### src/rtl/scr_pkg.sv
package scr_pkg;

  localparam int ADDR_W = 12;
  localparam logic [9:0] OPT_IDX = 10'h039;
  localparam logic [9:0] CFG_IDX = 10'h03F;
  localparam logic [9:0] STAT_IDX = 10'h030;
  localparam logic [9:0] PROG_IDX = 10'h031;

  localparam logic [7:0] OPT_RESET = 8'h10;
  localparam logic [7:0] CFG_RESET = 8'h60;
  localparam logic [7:0] CFG_UNUSED_MASK = 8'h60;
  localparam logic [7:0] OPT_PROT_MASK = 8'h37;
  localparam logic [7:0] OPT_FORCE_MASK = 8'h04;

  localparam int OPT_PWR_BIT = 7;
  localparam int OPT_CLKSEL_BIT = 6;
  localparam int OPT_EDGE_BIT = 5;
  localparam int OPT_DELAY_BIT = 4;
  localparam int OPT_MON_BIT = 3;
  localparam int OPT_FORCE_BIT = 2;
  localparam int OPT_CR_LSB = 0;
  localparam int CFG_PLACE_BIT = 7;
  localparam int CFG_PULLUP_BIT = 4;
  localparam int CFG_UNSECURE_BIT = 3;
  localparam int CFG_WDG_OFF_BIT = 2;
  localparam int CFG_ROM_BIT = 1;
  localparam int CFG_NVM_BIT = 0;

  localparam logic [6:0] WIN_CYC = 7'h40;
  localparam int STOP_DLY_E_CYC = 4000;
  localparam logic [11:0] STOP_DLY_CNT = 12'(STOP_DLY_E_CYC - 1);
  localparam int WDG_PRE_BITS = 15;

  localparam logic [1:0] CAUSE_PIN = 2'h0;
  localparam logic [1:0] CAUSE_CLKMON = 2'h1;
  localparam logic [1:0] CAUSE_WDG = 2'h2;
  localparam logic [7:0] VEC_NORMAL_HI = 8'hFF;
  localparam logic [7:0] VEC_SPECIAL_HI = 8'hBF;
  localparam logic [7:0] VEC_LO_PIN = 8'hFE;
  localparam logic [7:0] VEC_LO_CLKMON = 8'hFC;
  localparam logic [7:0] VEC_LO_WDG = 8'hFA;

  typedef enum logic [2:0] {ST_SETTLE0, ST_SETTLE1, ST_LOAD, ST_FETCH_HI, ST_FETCH_LO, ST_RUN} scr_fsm_t;

  typedef struct packed {
    logic converter_power;
    logic clock_source_select;
    logic interrupt_edge_select;
    logic clock_monitor_on;
    logic rom_placement;
    logic pullup_register_enable;
    logic security_disable;
    logic watchdog_enable;
    logic rom_enable;
    logic nvm_enable;
    logic special_mode_bit;
  } scr_ctrl_t;

  typedef struct packed {
    scr_fsm_t st;
    logic [6:0] win_cnt;
    logic opt_locked;
    logic [7:0] opt;
    logic [7:0] cfg;
    logic [1:0] cause;
    logic mode_s1;
    logic mode_s2;
    logic [1:0] cause_s1;
    logic [1:0] cause_s2;
    logic [15:0] vec;
    logic fetch;
    logic ccr_x;
    logic ccr_i;
    logic ccr_s;
    logic [20:0] wdg_cnt;
    logic wdg_tick;
    logic [11:0] stop_cnt;
    logic stop_busy;
    logic stop_done;
    logic [7:0] prog_data;
    logic prog_strobe;
    logic pready;
    logic [31:0] prdata;
    logic pslverr;
    scr_ctrl_t ctrl;
  } scr_regs_t;

endpackage

### src/rtl/scr_top.sv
// Behaviour
// - Protected option bits take one write within 64 cycles of reset, then lock.
// - In special mode the protected option bits are writable at any time.
// - Options register resets to 0x10, only the stop delay bit set.
// - Converter power bit enables the analog converter when set.
// - Clock select bit picks the internal RC clock for converter and memory.
// - Interrupt edge bit selects falling edge, else low level sensing.
// - Stop delay bit imposes about 4000 cycles on stop recovery, else none.
// - Clock monitor enable is freely read and written and cleared by reset.
// - Forced monitor keeps clock monitor on until the next reset.
// - Watchdog rate scales the bus clock after a divide by two to fifteen.
// - Config reads return latches loaded at the last reset or by a later special mode write.
// - Config bits 6 and 5 always read as one.
// - In special mode config bits are directly writable.
// - In normal mode config changes only through programming and the next reset.
// - ROM placement bit maps ROM high when set, low when clear.
// - Pull-up enable bit gates the pull-up assignment register.
// - Security disable bit turns off memory protection when set.
// - Watchdog disable bit stops the watchdog, else the watchdog runs.
// - ROM and memory enable bits place each memory in the map.
// - Normal mode vectors are FFFE, FFFC and FFFA by reset cause.
// - Special mode vectors are BFFE, BFFC and BFFA by reset cause.
//
// The implementer's own choice: the APB slave port.
`timescale 1ns/1ps
`default_nettype none

module scr_top
  import scr_pkg::*;
(
  input wire logic clk,
  input wire logic arst_n,
  input wire logic psel,
  input wire logic penable,
  input wire logic pwrite,
  input wire logic [ADDR_W-1:0] paddr,
  input wire logic [31:0] pwdata,
  input wire logic [3:0] pstrb,
  output logic [31:0] prdata,
  output logic pready,
  output logic pslverr,
  input wire logic special_mode_pin,
  input wire logic [1:0] reset_cause_pin,
  input wire logic [7:0] nvm_cells,
  input wire logic stop_exit,
  input wire logic cpu_ccr_release,
  output scr_ctrl_t ctrl,
  output logic watchdog_tick,
  output logic stop_recovered,
  output logic [15:0] restart_vector,
  output logic vector_fetch,
  output logic ccr_x_mask,
  output logic ccr_i_mask,
  output logic ccr_s_bit,
  output logic [7:0] nvm_prog_data,
  output logic nvm_prog_strobe
);

  scr_regs_t r;
  scr_regs_t n;
  logic setup;
  logic wr_en;
  logic [9:0] idx;
  logic win_open;

  function automatic logic [15:0] vec_of(input logic special, input logic [1:0] cause);
    logic [7:0] lo;
    lo = VEC_LO_PIN;
    if (cause == CAUSE_CLKMON) begin
      lo = VEC_LO_CLKMON;
    end else if (cause == CAUSE_WDG) begin
      lo = VEC_LO_WDG;
    end
    return {special ? VEC_SPECIAL_HI : VEC_NORMAL_HI, lo};
  endfunction

  function automatic logic wdg_due(input logic [20:0] cnt, input logic [1:0] rate);
    logic [21:0] m;
    m = (22'h1 << (WDG_PRE_BITS + 2 * int'(rate))) - 22'h1;
    return (cnt & m[20:0]) == m[20:0];
  endfunction

  assign setup = psel && !penable;
  assign wr_en = psel && penable && r.pready && pwrite && pstrb[0] && !r.pslverr;
  assign idx = paddr[ADDR_W-1:2];
  assign win_open = (r.win_cnt < WIN_CYC) && !r.opt_locked;

  always_comb begin
    n = r;
    n.mode_s1 = special_mode_pin;
    n.mode_s2 = r.mode_s1;
    n.cause_s1 = reset_cause_pin;
    n.cause_s2 = r.cause_s1;
    n.pready = setup;
    n.prog_strobe = 1'b0;
    n.wdg_tick = 1'b0;
    n.stop_done = 1'b0;
    if (r.win_cnt < WIN_CYC) begin
      n.win_cnt = r.win_cnt + 7'h01;
    end

    // Read data and the error answer are settled in the setup cycle, so the access phase needs no wait.
    if (setup) begin
      n.pslverr = (paddr[1:0] != 2'h0) ||
                  !(idx == OPT_IDX || idx == CFG_IDX || idx == STAT_IDX || idx == PROG_IDX);
      n.prdata = 32'h0;
      if (idx == OPT_IDX) begin
        n.prdata[7:0] = r.opt;
      end else if (idx == CFG_IDX) begin
        n.prdata[7:0] = r.cfg | CFG_UNUSED_MASK;
      end else if (idx == STAT_IDX) begin
        n.prdata[7:0] = {r.ctrl.watchdog_enable, r.ctrl.clock_monitor_on, r.stop_busy,
                         r.st == ST_RUN, win_open, r.cause, r.ctrl.special_mode_bit};
      end else if (idx == PROG_IDX) begin
        n.prdata[7:0] = r.prog_data;
      end
    end

    if (wr_en && idx == OPT_IDX) begin
      if (r.ctrl.special_mode_bit || win_open) begin
        n.opt = pwdata[7:0];
      end else begin
        n.opt = (r.opt & OPT_PROT_MASK) | (pwdata[7:0] & ~OPT_PROT_MASK);
      end
      // A forced monitor once set cannot be dropped, even by a special mode write.
      n.opt = n.opt | (r.opt & OPT_FORCE_MASK);
      if (!r.ctrl.special_mode_bit) begin
        n.opt_locked = 1'b1;
      end
    end

    if (wr_en && idx == CFG_IDX && r.ctrl.special_mode_bit) begin
      n.cfg = pwdata[7:0] | CFG_UNUSED_MASK;
    end

    // In normal mode the byte goes to the nonvolatile cells only and waits for the next reset.
    if (wr_en && idx == PROG_IDX) begin
      n.prog_data = pwdata[7:0];
      n.prog_strobe = 1'b1;
    end

    unique case (r.st)
      ST_SETTLE0: n.st = ST_SETTLE1;
      ST_SETTLE1: n.st = ST_LOAD;
      ST_LOAD: begin
        n.st = ST_FETCH_HI;
        n.ctrl.special_mode_bit = r.mode_s2;
        n.cause = r.cause_s2;
        n.cfg = nvm_cells | CFG_UNUSED_MASK;
        n.vec = vec_of(r.mode_s2, r.cause_s2);
        n.fetch = 1'b1;
      end
      ST_FETCH_HI: begin
        n.st = ST_FETCH_LO;
        n.vec = r.vec + 16'h0001;
      end
      ST_FETCH_LO: begin
        n.st = ST_RUN;
        n.fetch = 1'b0;
      end
      ST_RUN: begin
        if (cpu_ccr_release) begin
          n.ccr_x = 1'b0;
          n.ccr_i = 1'b0;
          n.ccr_s = 1'b0;
        end
      end
    endcase

    // The prescaler and rate divider share one counter, so a rate change takes effect on the next count, without waiting for a wrap.
    if (r.st == ST_RUN && r.ctrl.watchdog_enable) begin
      n.wdg_cnt = r.wdg_cnt + 21'h000001;
      n.wdg_tick = wdg_due(r.wdg_cnt, r.opt[OPT_CR_LSB +: 2]);
    end else begin
      n.wdg_cnt = 21'h0;
    end

    if (r.stop_busy) begin
      if (r.stop_cnt == 12'h0) begin
        n.stop_busy = 1'b0;
        n.stop_done = 1'b1;
      end else begin
        n.stop_cnt = r.stop_cnt - 12'h001;
      end
    end else if (stop_exit) begin
      if (r.opt[OPT_DELAY_BIT]) begin
        n.stop_busy = 1'b1;
        n.stop_cnt = STOP_DLY_CNT;
      end else begin
        n.stop_done = 1'b1;
      end
    end

    n.ctrl.converter_power = n.opt[OPT_PWR_BIT];
    n.ctrl.clock_source_select = n.opt[OPT_CLKSEL_BIT];
    n.ctrl.interrupt_edge_select = n.opt[OPT_EDGE_BIT];
    n.ctrl.clock_monitor_on = n.opt[OPT_MON_BIT] | n.opt[OPT_FORCE_BIT];
    n.ctrl.rom_placement = n.cfg[CFG_PLACE_BIT];
    n.ctrl.pullup_register_enable = n.cfg[CFG_PULLUP_BIT];
    n.ctrl.security_disable = n.cfg[CFG_UNSECURE_BIT];
    n.ctrl.watchdog_enable = !n.cfg[CFG_WDG_OFF_BIT];
    n.ctrl.rom_enable = n.cfg[CFG_ROM_BIT];
    n.ctrl.nvm_enable = n.cfg[CFG_NVM_BIT];
  end

  always_ff @(posedge clk or negedge arst_n) begin
    if (!arst_n) begin
      r <= '0;
      r.opt <= OPT_RESET;
      r.cfg <= CFG_RESET;
      r.ccr_x <= 1'b1;
      r.ccr_i <= 1'b1;
      r.ccr_s <= 1'b1;
    end else begin
      r <= n;
    end
  end

  assign prdata = r.prdata;
  assign pready = r.pready;
  assign pslverr = r.pslverr;
  assign ctrl = r.ctrl;
  assign watchdog_tick = r.wdg_tick;
  assign stop_recovered = r.stop_done;
  assign restart_vector = r.vec;
  assign vector_fetch = r.fetch;
  assign ccr_x_mask = r.ccr_x;
  assign ccr_i_mask = r.ccr_i;
  assign ccr_s_bit = r.ccr_s;
  assign nvm_prog_data = r.prog_data;
  assign nvm_prog_strobe = r.prog_strobe;
endmodule

`default_nettype wire

### config.mk
export PLATFORM = sky130hd
export DESIGN_NAME = scr_top
export DESIGN_NICKNAME = d
export VERILOG_FILES = /design/src/rtl/scr_pkg.sv /design/src/rtl/scr_top.sv
export SDC_FILE = /design/constraint.sdc
export NUM_CORES = 1
export LEC_CHECK = 0
export BUFFER_PORTS_ARGS = -buffer_cell sky130_fd_sc_hd__buf_2
export CORE_MARGIN = 1.5
export CORE_UTILIZATION = 54
export DETAILED_ROUTE_END_ITERATION = 10
export MAX_ROUTING_LAYER = met4
export PLACE_DENSITY = 0.81
export RECOVER_POWER = 100
export SYNTH_ARGS = -nofsm -noshare
export SYNTH_HDL_FRONTEND = slang
export SYNTH_SLANG_ARGS = --single-unit
### constraint.sdc
create_clock -name clk -period 2.5 [get_ports clk]
set_input_delay 0.25 -clock clk [delete_from_list [all_inputs] [get_ports clk]]
set_output_delay 0.25 -clock clk [all_outputs]
set_load 0.01 [all_outputs]
==> flow_metrics.py, run 1 <==
metrics = {
    "timing": {
        "slew_violations": 0,
        "hold_viol_final": 0,
        "worst_pin_slew_ns": 1.24,
        "fin_setup_tns_ns": 0,
        "finalCritPeriodShare_pct": 85.7,
        "slew_headroom_pct": 17.5,
        "fin_crit_ns": 2.14,
        "clock.fmax_mhz": 467,
        "rsz0062_at_grt": "false",
        "clock-skew-final_ns": 0.0178,
        "setup_violations": 0,
    },
    "synthesis": {
        "synthFlopType": "dfrtp_1",
        "synth-edff-count": 0,
        "synth_area_sq_mm": 0.00572,
        "yosysWarnings": 0,
        "syn_avg_cell_area_sq_um": 9.88,
        "netlist_instances": 579,
        "async_flop_share_pct": 100,
        "ys_ff_latch": 109,
        "ys_seq_area_share_pct": 47.7,
        "synth_cell_type_count": 59,
    },
    "power": {
        "p_leak_nw": 2.61,
        "p_per_area_mw_per_mm2": 499,
        "vdd_drop_max_uv": 357,
        "power.total_mw": 3.01,
    },
    "cts": {
        "clk_latency_ns": 0.37,
        "cts.clk_slew.worst_paths_ns": 0.10,
        "root_buffer": "clkbuf_8",
        "cts_tree": "built",
        "cts_buffer_depth": 2,
        "cts.sinks": 109,
        "cts_max_level": 3,
        "cts_buffers": 9,
    },
    "die": {
        "boundaryPins": 142,
        "start_util_pct": 55.4,
        "core_area_sq_mm": 0.0103,
        "die_y_um": 106,
        "num_rows": 37,
        "die-width_um": 106,
        "dieArea_sq_mm": 0.0112,
    },
    "critical_path": {
        "path_class": "reg2reg",
        "required_ns": 2.78,
        "worstPathArrival_ns": 2.43,
        "crit_top_cell": "or4_1",
        "rr_endpoint": "r[88]$_DFF_PN0_",
        "crit_chain": "nand4_1 -> or4_1 -> or4_1 -> a21oi_1",
        "r2r_setup_slack_ns": 0.36,
        "critPathLaunchType": "flip-flop",
        "cp_slowest_cell": "or4_1",
        "endpoint_kind": "flip-flop",
        "worstPathMaxFanout": 8,
        "cpPeakStageDelay_ns": 0.69,
        "r2r_start": "r[74]$_DFF_PN0_",
        "worst_r2r_path_depth": 4,
    },
    "global_route": {
        "track_usage_pct": 24.0,
        "grt_max_degree": 50,
        "grt_antenna_before_repair": 2,
        "grt_pass1_vias": 4262,
        "grt_pass1_wl_mm": 20.5,
        "grt-ovfl-total": 0,
    },
    "route": {
        "drt_iter0_markers": 222,
        "wl_per_cell_um": 16.4,
        "routed_wl_mm": 12.6,
        "drc": 0,
        "vias": 4429,
        "ant_nets": 0,
        "dr.pass1.iters": 4,
        "routed_via_density": 5.76,
    },
    "finish": {
        "fin_util_pct": 58.5,
        "nNetsFinal": 698,
        "final_cell_mix": "dfrtp_1 (107), clkbuf_1 (57), nor2_1 (50), nand2_1 (44), o21ai_0 (35)",
        "final_common_cell": "dfrtp_1",
        "drive_gt1_share_pct": 13.6,
        "seq_area_sq_mm": 0.00273,
        "fin_area_sq_mm": 0.00604,
        "multi_input_area_sq_mm": 0.00242,
        "syn2layout_area_growth_pct": 5.53,
        "final_cells": 769,
        "fillers": 903,
    },
    "hold_path": {
        "worstHoldStart": "cpu_ccr_release",
        "min_to": "ccr_s_bit$_DFFE_PN1P_",
        "hp-class": "in2reg",
        "hold_depth": 2,
    },
    "job": {
        "cap_violations": 0,
    },
    "run_status": {
        "status": "complete, no violations",
    },
    "placement": {
        "port_buffers": 88,
        "place_hpwl_mm": 9.18,
        "dp_cells": 747,
        "place.gp.congestion": 0.873,
        "dpl_cell_area_sq_mm": 0.00591,
    },
}
[layout make-up]
| cell class | instances | share of cell area [%] |
|---|---|---|
| inverters | 15 | 0.932 |
| well taps | 136 | 2.82 |
| clock inverters | 6 | 0.808 |
| diodes | 2 | 0.0829 |
| clock buffers | 10 | 2.28 |
| flip-flops and latches | 109 | 45.2 |
| repair buffers | 100 | 7.77 |
| multi-input cells | 391 | 40.1 |
[cell usage after synthesis (10+ instances only)]
| cell | number | area [sq um] |
|---|---|---|
| dfrtp_1 | 107 | 2680 |
| buf_4 | 69 | 518 |
| nor2_1 | 50 | 188 |
| nand2_1 | 44 | 165 |
| o21ai_0 | 35 | 175 |
| a21oi_1 | 24 | 120 |
| mux2_2 | 20 | 225 |
| nand3_1 | 19 | 95.1 |
| clkbuf_1 | 17 | 63.8 |
| nand4_1 | 16 | 100 |
| inv_1 | 15 | 56.3 |
| mux2i_1 | 12 | 120 |
| and3_1 | 10 | 62.6 |
| xnor2_1 | 10 | 87.6 |
[worst max path at each step]
stage	start	endpoint	slack, ns	depth (start not counted)
after floorplan	pslverr$_DFFE_PN0P_	nvm_prog_data[0]$_DFFE_PN0P_	0.59	6
after global placement	paddr[4]	nvm_prog_data[1]$_DFFE_PN0P_	0.42	5
after detailed placement	r[56]$_DFFE_PN0P_	r[57]$_DFFE_PN0P_	0.37	6
after CTS	r[56]$_DFFE_PN0P_	r[60]$_DFFE_PN0P_	0.34	6
after global routing	r[57]$_DFFE_PN0P_	r[60]$_DFFE_PN0P_	0.09	6
final	r[74]$_DFF_PN0_	r[88]$_DFF_PN0_	0.36	4
[power by group]
group	total (mW)	switching [mW]	internal (mW)
Sequential	1.82	0.0251	1.79
Clock	0.995	0.598	0.397
Combinational	0.200	0.133	0.0677
Total	3.01	0.756	2.26
[state kept, by name, indices dropped and copies added, names as in the netlist, 3 cells and up]
name            cells
restart_vector     16
ctrl                3
nvm_prog_data       8
n                   3
r                  64
prdata              8
[metal layers]
layer	share of wire [%]	routed length (um)	vias to the layer above	track usage, %
met5	0	0	-	-
met4	3.5	443	0	11.2
met3	5.9	744	35	3.92
met2	48	6020	160	37.8
met1	43	5370	2161	30.4
li1	-	-	2073	-
[kinds of logic (layout without fill, tap and decap cells)]
group / Yosys count / in the layout / share of synthesized area, %
fa+ha+maj: 6 / 6 / 1.31
other cells: 2 / 28 / 0.131
flops: 109 / 109 / 47.7
compound gates: 107 / 107 / 11.7
mux: 32 / 32 / 6.03
buf+inv: 103 / 131 / 11.3
simple gates: 202 / 202 / 19.0
xor+xnor: 18 / 18 / 2.75
[worst max-delay path, delay by kind of cell, from the launching register on]
kind               cells  cell delay, ns
and+or+nand+nor        3            1.46
DFF                    1            0.44
AOI/OAI and AO/OA      1            0.17
[per-stage QoR]
stage	worst slack [ns]	hold WS (ns)
2_1_floorplan	0.593	-0.0456
3_3_place_gp	0.424	0.303
3_5_place_dp	0.374	0.312
4_1_cts	0.344	0.0209
5_1_grt	0.0872	0.0394
6_report	0.357	0.0375
[repair_timing]
action,in CTS,in global routing
setup buffers,0,0
endpoints found under the hold margin,49,0
hold buffers,4,0
gates resized for setup,0,0
(Power assumes the default switching activity.)
==> inputs of run 2 (changes only) <==
CORE_MARGIN = 2   (was 1.5)
clock period = 2 ns   (was 2.5 ns; I/O delays follow)
==> run 2 against run 1 <==
  * Global-route usage down 0.45 points
  * Combinational power up 31%
  * Utilization up 1.3 points
  * Cell area up 2.2%
  * Critical path type unchanged
  * First-iteration DRC count up 22%
  * Power up 26%
  * Maximum frequency up 12%
==> flow_metrics.py, run 2 (synthesis gave the netlist of run 1 again) <==
metrics = {
    "run_status": {
        "status": "complete, no violations",
    },
    "power": {
        "p_switching_uw": 959,
        "power.internal_mw": 2.84,
        "p_leak_nw": 2.68,
        "clkPwrFrac_pct": 33.3,
        "p_per_area_mw_per_mm2": 615,
        "vdd_drop_max_uv": 394,
        "pwr-share-seq_pct": 59.7,
        "combPwrFrac_pct": 6.9,
        "switching_share_pct": 25.3,
    },
    "route": {
        "drt_iter0_markers": 270,
        "vias": 4511,
        "wl_met3_um": 775,
        "drc": 0,
        "wl_per_cell_um": 16.2,
        "routed_via_density": 5.75,
        "wl_met2_mm": 6.02,
        "routed_wl_mm": 12.7,
        "m1WireLength_mm": 5.55,
        "top_layer": "met4",
        "dr.pass1.iters": 5,
        "ant_nets": 0,
    },
    "cts": {
        "cts_max_level": 3,
        "cts_buffer_depth": 2,
        "clk_latency_ns": 0.38,
        "root_buffer": "clkbuf_8",
        "cts_tree": "built",
        "cts.sinks": 109,
        "cts_setup_buffers": 0,
        "cts_buffers": 9,
        "cts.clk_slew.worst_paths_ns": 0.12,
    },
    "critical_path": {
        "cpPeakStageDelay_ns": 0.61,
        "worstPathArrival_ns": 2.22,
        "r2r_setup_slack_ns": 0.09,
        "required_ns": 2.31,
        "critPathTopFamily": "simple AND/OR/NAND/NOR gates",
        "cp_num_cells": 4,
        "worst_r2r_path_depth": 4,
        "endpoint_kind": "flip-flop",
        "startpoint": "r[76]$_DFF_PN0_",
        "crit_buf_inv": 0,
        "path_class": "reg2reg",
        "crit_path_end": "r[88]$_DFF_PN0_",
        "r2r_start": "r[76]$_DFF_PN0_",
        "rr_endpoint": "r[88]$_DFF_PN0_",
        "critPathLaunchType": "flip-flop",
        "worstPathMaxFanout": 8,
        "cp_slowest_cell": "or4_4",
        "crit_chain": "nand4_1 -> or4_4 -> or4_1 -> a21oi_1",
    },
    "finish": {
        "syn2layout_area_growth_pct": 7.81,
        "top_register": "r",
        "final_cells": 785,
        "final_common_cell": "dfrtp_1",
        "fin_area_sq_mm": 0.00617,
        "largest_register_ff_count": 64,
        "nNetsFinal": 716,
        "final_cell_mix": "dfrtp_1 (107), clkbuf_1 (61), nor2_1 (50), nand2_1 (44)",
        "drive_gt1_share_pct": 15.4,
        "n_antenna_cell": 0,
    },
    "die": {
        "boundaryPins": 142,
        "start_util_pct": 55.4,
        "die-width_um": 107,
        "die_y_um": 107,
        "num_rows": 37,
        "dieArea_sq_mm": 0.0114,
        "core_area_sq_mm": 0.0103,
    },
    "global_route": {
        "grt_pass1_vias": 4194,
        "grt_pass1_wl_mm": 20.5,
        "grt_max_degree": 44,
        "track_usage_pct": 23.5,
        "grt_antenna_before_repair": 0,
        "grt-ovfl-total": 0,
    },
    "timing": {
        "fin_crit_ns": 1.91,
        "setup_violations": 0,
        "clock.fmax_mhz": 524,
        "clock-skew-final_ns": 0.0207,
        "fin_hold_ws_ns": 0.0900,
        "worst_pin_slew_ns": 1.11,
        "slew_violations": 0,
        "fin_setup_tns_ns": 0,
        "finalCritPeriodShare_pct": 95.4,
        "hold_viol_final": 0,
        "slew_headroom_pct": 26.0,
    },
    "placement": {
        "port_buffers": 88,
        "place_hpwl_mm": 9.49,
        "place.gp.congestion": 0.893,
        "dp_cells": 764,
        "dpl_cell_area_sq_mm": 0.00603,
    },
    "hold_path": {
        "hp-class": "in2reg",
    },
    "job": {
        "cap_violations": 0,
    },
}
run 2: power groups by stage:
| stage | combinational, mW | sequential, mW | clock [mW] |
|---|---|---|---|
| final | 0.262 | 2.27 | 1.27 |
| after CTS | 0.272 | 2.27 | 1.29 |
| after detailed placement | 0.264 | 2.31 | 0 |
| after global routing | 0.293 | 2.27 | 1.38 |
| after floorplan | 0.167 | 2.30 | 0 |
| after global placement | 0.256 | 2.31 | 0 |
run 2: routing by layer:
metal,GRT usage [%],vias up
met5,-,-
met4,9.37,0
met3,3.65,33
met2,37.2,212
met1,30.7,2164
li1,-,2102
run 2: how the worst min path moves through the flow:
stage                    from                           end  slack, ns  cells after the start
global route        pwdata[6]  nvm_prog_data[6]$_DFFE_PN0P_       0.09                      2
finish              pwdata[6]  nvm_prog_data[6]$_DFFE_PN0P_       0.09                      2
CTS                 pwdata[5]            r[131]$_DFFE_PN0P_       0.08                      2
floorplan              arst_n           ctrl[0]$_DFFE_PN0P_       -0.1                      0
detailed placement     arst_n            r[143]$_DFFE_PN0P_       0.24                      1
global placement       arst_n            r[143]$_DFFE_PN0P_       0.23                      1
run 2: cell type report:
type / count / area, sq um
multi-input combinational: 391 / 2440
tap: 136 / 170
clock buffer: 11 / 141
sequential: 109 / 2730
inverter: 15 / 56.3
fill: 901 / 4150
timing repair buffer: 118 / 586
clock inverter: 5 / 45.0
run 2: through the flow:
stage	setup slack [ns]	power, mW	utilization, %
global placement	0.0966	2.56	58.5
finish	0.0919	3.80	59.8
global route	-0.0105	3.95	59.8
detailed placement	0.0247	2.57	58.5
floorplan	0.0928	2.47	-
CTS	0.0504	3.83	60.7
run 2: timing repair:
action                                  in CTS  in global routing
endpoints found under the setup margin       0                  7
hold endpoints to repair                    43                  0
hold buffers                                 5                  0
resized for setup                            0                  3
==> inputs of run 3 (changes only) <==
ABC_AREA = 1   (was default)
CORE_UTILIZATION = 55   (was 54)
==> run 3 against run 2 <==
  * Hold slack got worse by 0.018 ns
  * Synthesized area rose by 8.4%
  * Clock power rose by 45%
  * Critical path depth rose by 5
  * Global-route usage rose by 0.32 points
  * Maximum frequency rose by 5.6%
  * Sequential power barely moved
  * Cell count rose by 31%
  * Count of clock-buffer cells in the layout did not move
  * Sequential share of layout area fell by 3.3 points
  * Non-clock buffer count fell by 14
  * Combinational power fell by 7%
  * Critical path type unchanged
  * Critical endpoint is now restart_vector[9]$_DFFE_PN0P_
==> flow_metrics.py, run 3 <==
metrics = {
    "die": {
        "dieArea_sq_mm": 0.0121,
        "start_util_pct": 56.7,
        "core_area_sq_mm": 0.0109,
        "num_rows": 38,
        "die-width_um": 110,
        "die_y_um": 110,
        "boundaryPins": 142,
    },
    "synthesis": {
        "synth_top_cell_by_area": "dfrtp_1",
        "synthFlopType": "dfrtp_1",
        "synth-edff-count": 0,
        "synthTopCellsByArea": "dfrtp_1 (43%), nand2_1 (12%), buf_4 (8.5%), inv_1 (6.3%), nor2_1 (6.2%)",
        "synth_area_sq_mm": 0.00620,
        "yosysWarnings": 0,
        "syn_avg_cell_area_sq_um": 7.58,
        "synth_commonest_cells": "nand2_1 (204), dfrtp_1 (107), inv_1 (104), nor2_1 (102), buf_4 (70)",
        "netlist_instances": 819,
        "yosys.area.top_type_share_pct": 43.2,
        "ys_seq_area_share_pct": 44.0,
        "async_flop_share_pct": 100,
        "yosysMostFrequentCell": "nand2_1",
        "ys_ff_latch": 109,
        "synth_cell_type_count": 38,
    },
    "finish": {
        "final_cell_mix": "nand2_1 (206), dfrtp_1 (107), nor2_1 (106), inv_1 (105), nand3_1 (59)",
        "nNetsFinal": 954,
        "syn2layout_area_growth_pct": 7.38,
        "n_antenna_cell": 0,
        "top_register": "r",
        "drive_gt1_share_pct": 8.79,
        "final_common_cell": "nand2_1",
        "largest_register_ff_count": 64,
        "fin_area_sq_mm": 0.00666,
    },
    "route": {
        "routed_wl_mm": 13.3,
        "drc": 0,
        "wl_per_cell_um": 13.0,
        "dr.pass1.iters": 4,
        "drt_iter0_markers": 344,
        "routed_via_density": 4.98,
        "ant_nets": 0,
        "vias": 5113,
    },
    "cts": {
        "cts_buffer_depth": 2,
        "cts_max_level": 3,
        "cts_buffers": 9,
        "cts.clk_slew.worst_paths_ns": 0.07,
        "root_buffer": "clkbuf_16",
        "clk_latency_ns": 0.34,
        "cts.sinks": 109,
        "cts_tree": "built",
    },
    "critical_path": {
        "r2r_setup_slack_ns": 0.19,
        "path_class": "reg2reg",
        "r2r_start": "r[143]$_DFFE_PN0P_",
        "worst_r2r_path_depth": 9,
        "worstPathMaxFanout": 5,
        "rr_endpoint": "restart_vector[9]$_DFFE_PN0P_",
        "endpoint_kind": "flip-flop",
        "critPathLaunchType": "flip-flop",
        "worstPathArrival_ns": 2.04,
        "required_ns": 2.23,
    },
    "global_route": {
        "grt_pass1_vias": 4669,
        "grt-ovfl-total": 0,
        "grt_max_degree": 45,
        "track_usage_pct": 23.8,
        "grt_antenna_before_repair": 0,
        "grt_pass1_wl_mm": 21.9,
    },
    "placement": {
        "place_hpwl_mm": 9.87,
        "port_buffers": 88,
        "place_ws_ns": 0.197,
        "place.gp.congestion": 0.929,
        "dpl_cell_area_sq_mm": 0.00646,
    },
    "timing": {
        "finalCritPeriodShare_pct": 90.4,
        "clock.fmax_mhz": 553,
        "finalWorstSetupSlack_ns": 0.193,
        "setup_violations": 0,
        "fin_setup_tns_ns": 0,
        "slew_headroom_pct": 46.1,
        "worst_pin_slew_ns": 0.808,
        "slew_violations": 0,
        "fin_crit_ns": 1.81,
        "rsz0062_at_grt": "false",
        "hold_viol_final": 0,
        "fin_hold_ws_ns": 0.0716,
        "clock-skew-final_ns": 0.00583,
    },
    "hold_path": {
        "worstHoldStart": "nvm_cells[7]",
        "hp-class": "in2reg",
        "min_to": "r[125]$_DFFE_PN0P_",
        "hold_depth": 3,
    },
    "run_status": {
        "status": "complete, no violations",
    },
    "power": {
        "vdd_drop_max_uv": 573,
        "p_per_area_mw_per_mm2": 651,
        "p_leak_nw": 3.49,
    },
    "job": {
        "cap_violations": 0,
    },
}
-- run 3: where the power goes --
group | switching [mW] | internal, mW | leakage [nW] | total [mW]
clock network | 0.799 | 1.04 | 0.148 | 1.84
registers | 0.0231 | 2.23 | 1.27 | 2.25
logic | 0.171 | 0.0723 | 2.08 | 0.244
-- run 3: worst max-delay path by stage --
stage	slack [ns]	startpoint	endpoint
2_1_floorplan	0.44	r[56]$_DFFE_PN0P_	r[63]$_DFFE_PN0P_
3_3_place_gp	0.30	r[56]$_DFFE_PN0P_	r[56]$_DFFE_PN0P_
3_5_place_dp	0.20	r[56]$_DFFE_PN0P_	r[56]$_DFFE_PN0P_
4_1_cts	0.17	r[56]$_DFFE_PN0P_	r[56]$_DFFE_PN0P_
5_1_grt	0.01	r[143]$_DFFE_PN0P_	restart_vector[9]$_DFFE_PN0P_
6_report	0.19	r[143]$_DFFE_PN0P_	restart_vector[9]$_DFFE_PN0P_
-- run 3: per-stage QoR --
stage | cells | utilization (%) | power [mW]
after floorplan | 843 | - | 2.45
after global placement | 1006 | 59.1 | 2.55
after detailed placement | 1006 | 59.1 | 2.55
after CTS | 1026 | 62.3 | 4.40
after global routing | 1027 | 60.9 | 4.50
final | 1027 | 60.9 | 4.33
-- run 3: routing by layer --
metal	up-vias	GRT usage, %	wire length, um
li1	2611	-	-
met1	2354	31.7	6110
met2	132	38.1	6340
met3	16	4.41	711
met4	0	5.80	162
met5	-	-	0
-- run 3: worst max-delay path, stage by stage (launching register included) --
cell and delay [ns]:
dfrtp_1 0.40, inv_1 0.09, nor2_1 0.21, nand2_1 0.13, nor2_1 0.22, nand2_1 0.18, nor2_1 0.25, nand2_1 0.08
o21ai_0 0.08, inv_1 0.06
-- run 3: cell type report --
| cell class | instances | area, sq um |
|---|---|---|
| Clock buffer | 11 | 253 |
| Clock inverter | 5 | 58.8 |
| Fill cell | 1043 | 4270 |
| Inverter | 108 | 405 |
| Multi-Input combinational cell | 550 | 2560 |
| Sequential cell | 109 | 2730 |
| Tap cell | 140 | 175 |
| Timing Repair Buffer | 104 | 478 |
-- run 3: logic make-up (layout without fill, tap and decap cells) --
logic type                 after synthesis  in the layout  synth area share [%]
AOI/OAI and AO/OA                       81             81                  7.24
xor gates and xnor gates                15             15                  2.12
adders and majority gates                6              6                  1.21
buffers and inverters                  185            228                  15.7
DFF                                    109            109                  44.0
other                                    2             26                 0.121
and+or+nand+nor                        421            422                  29.6
-- run 3: what timing repair did --
action,CTS,global route
buffers inserted,0,0
hold buffers,4,0
endpoints found under the setup margin,0,7
resized for setup,0,2
endpoints found under the hold margin,34,0
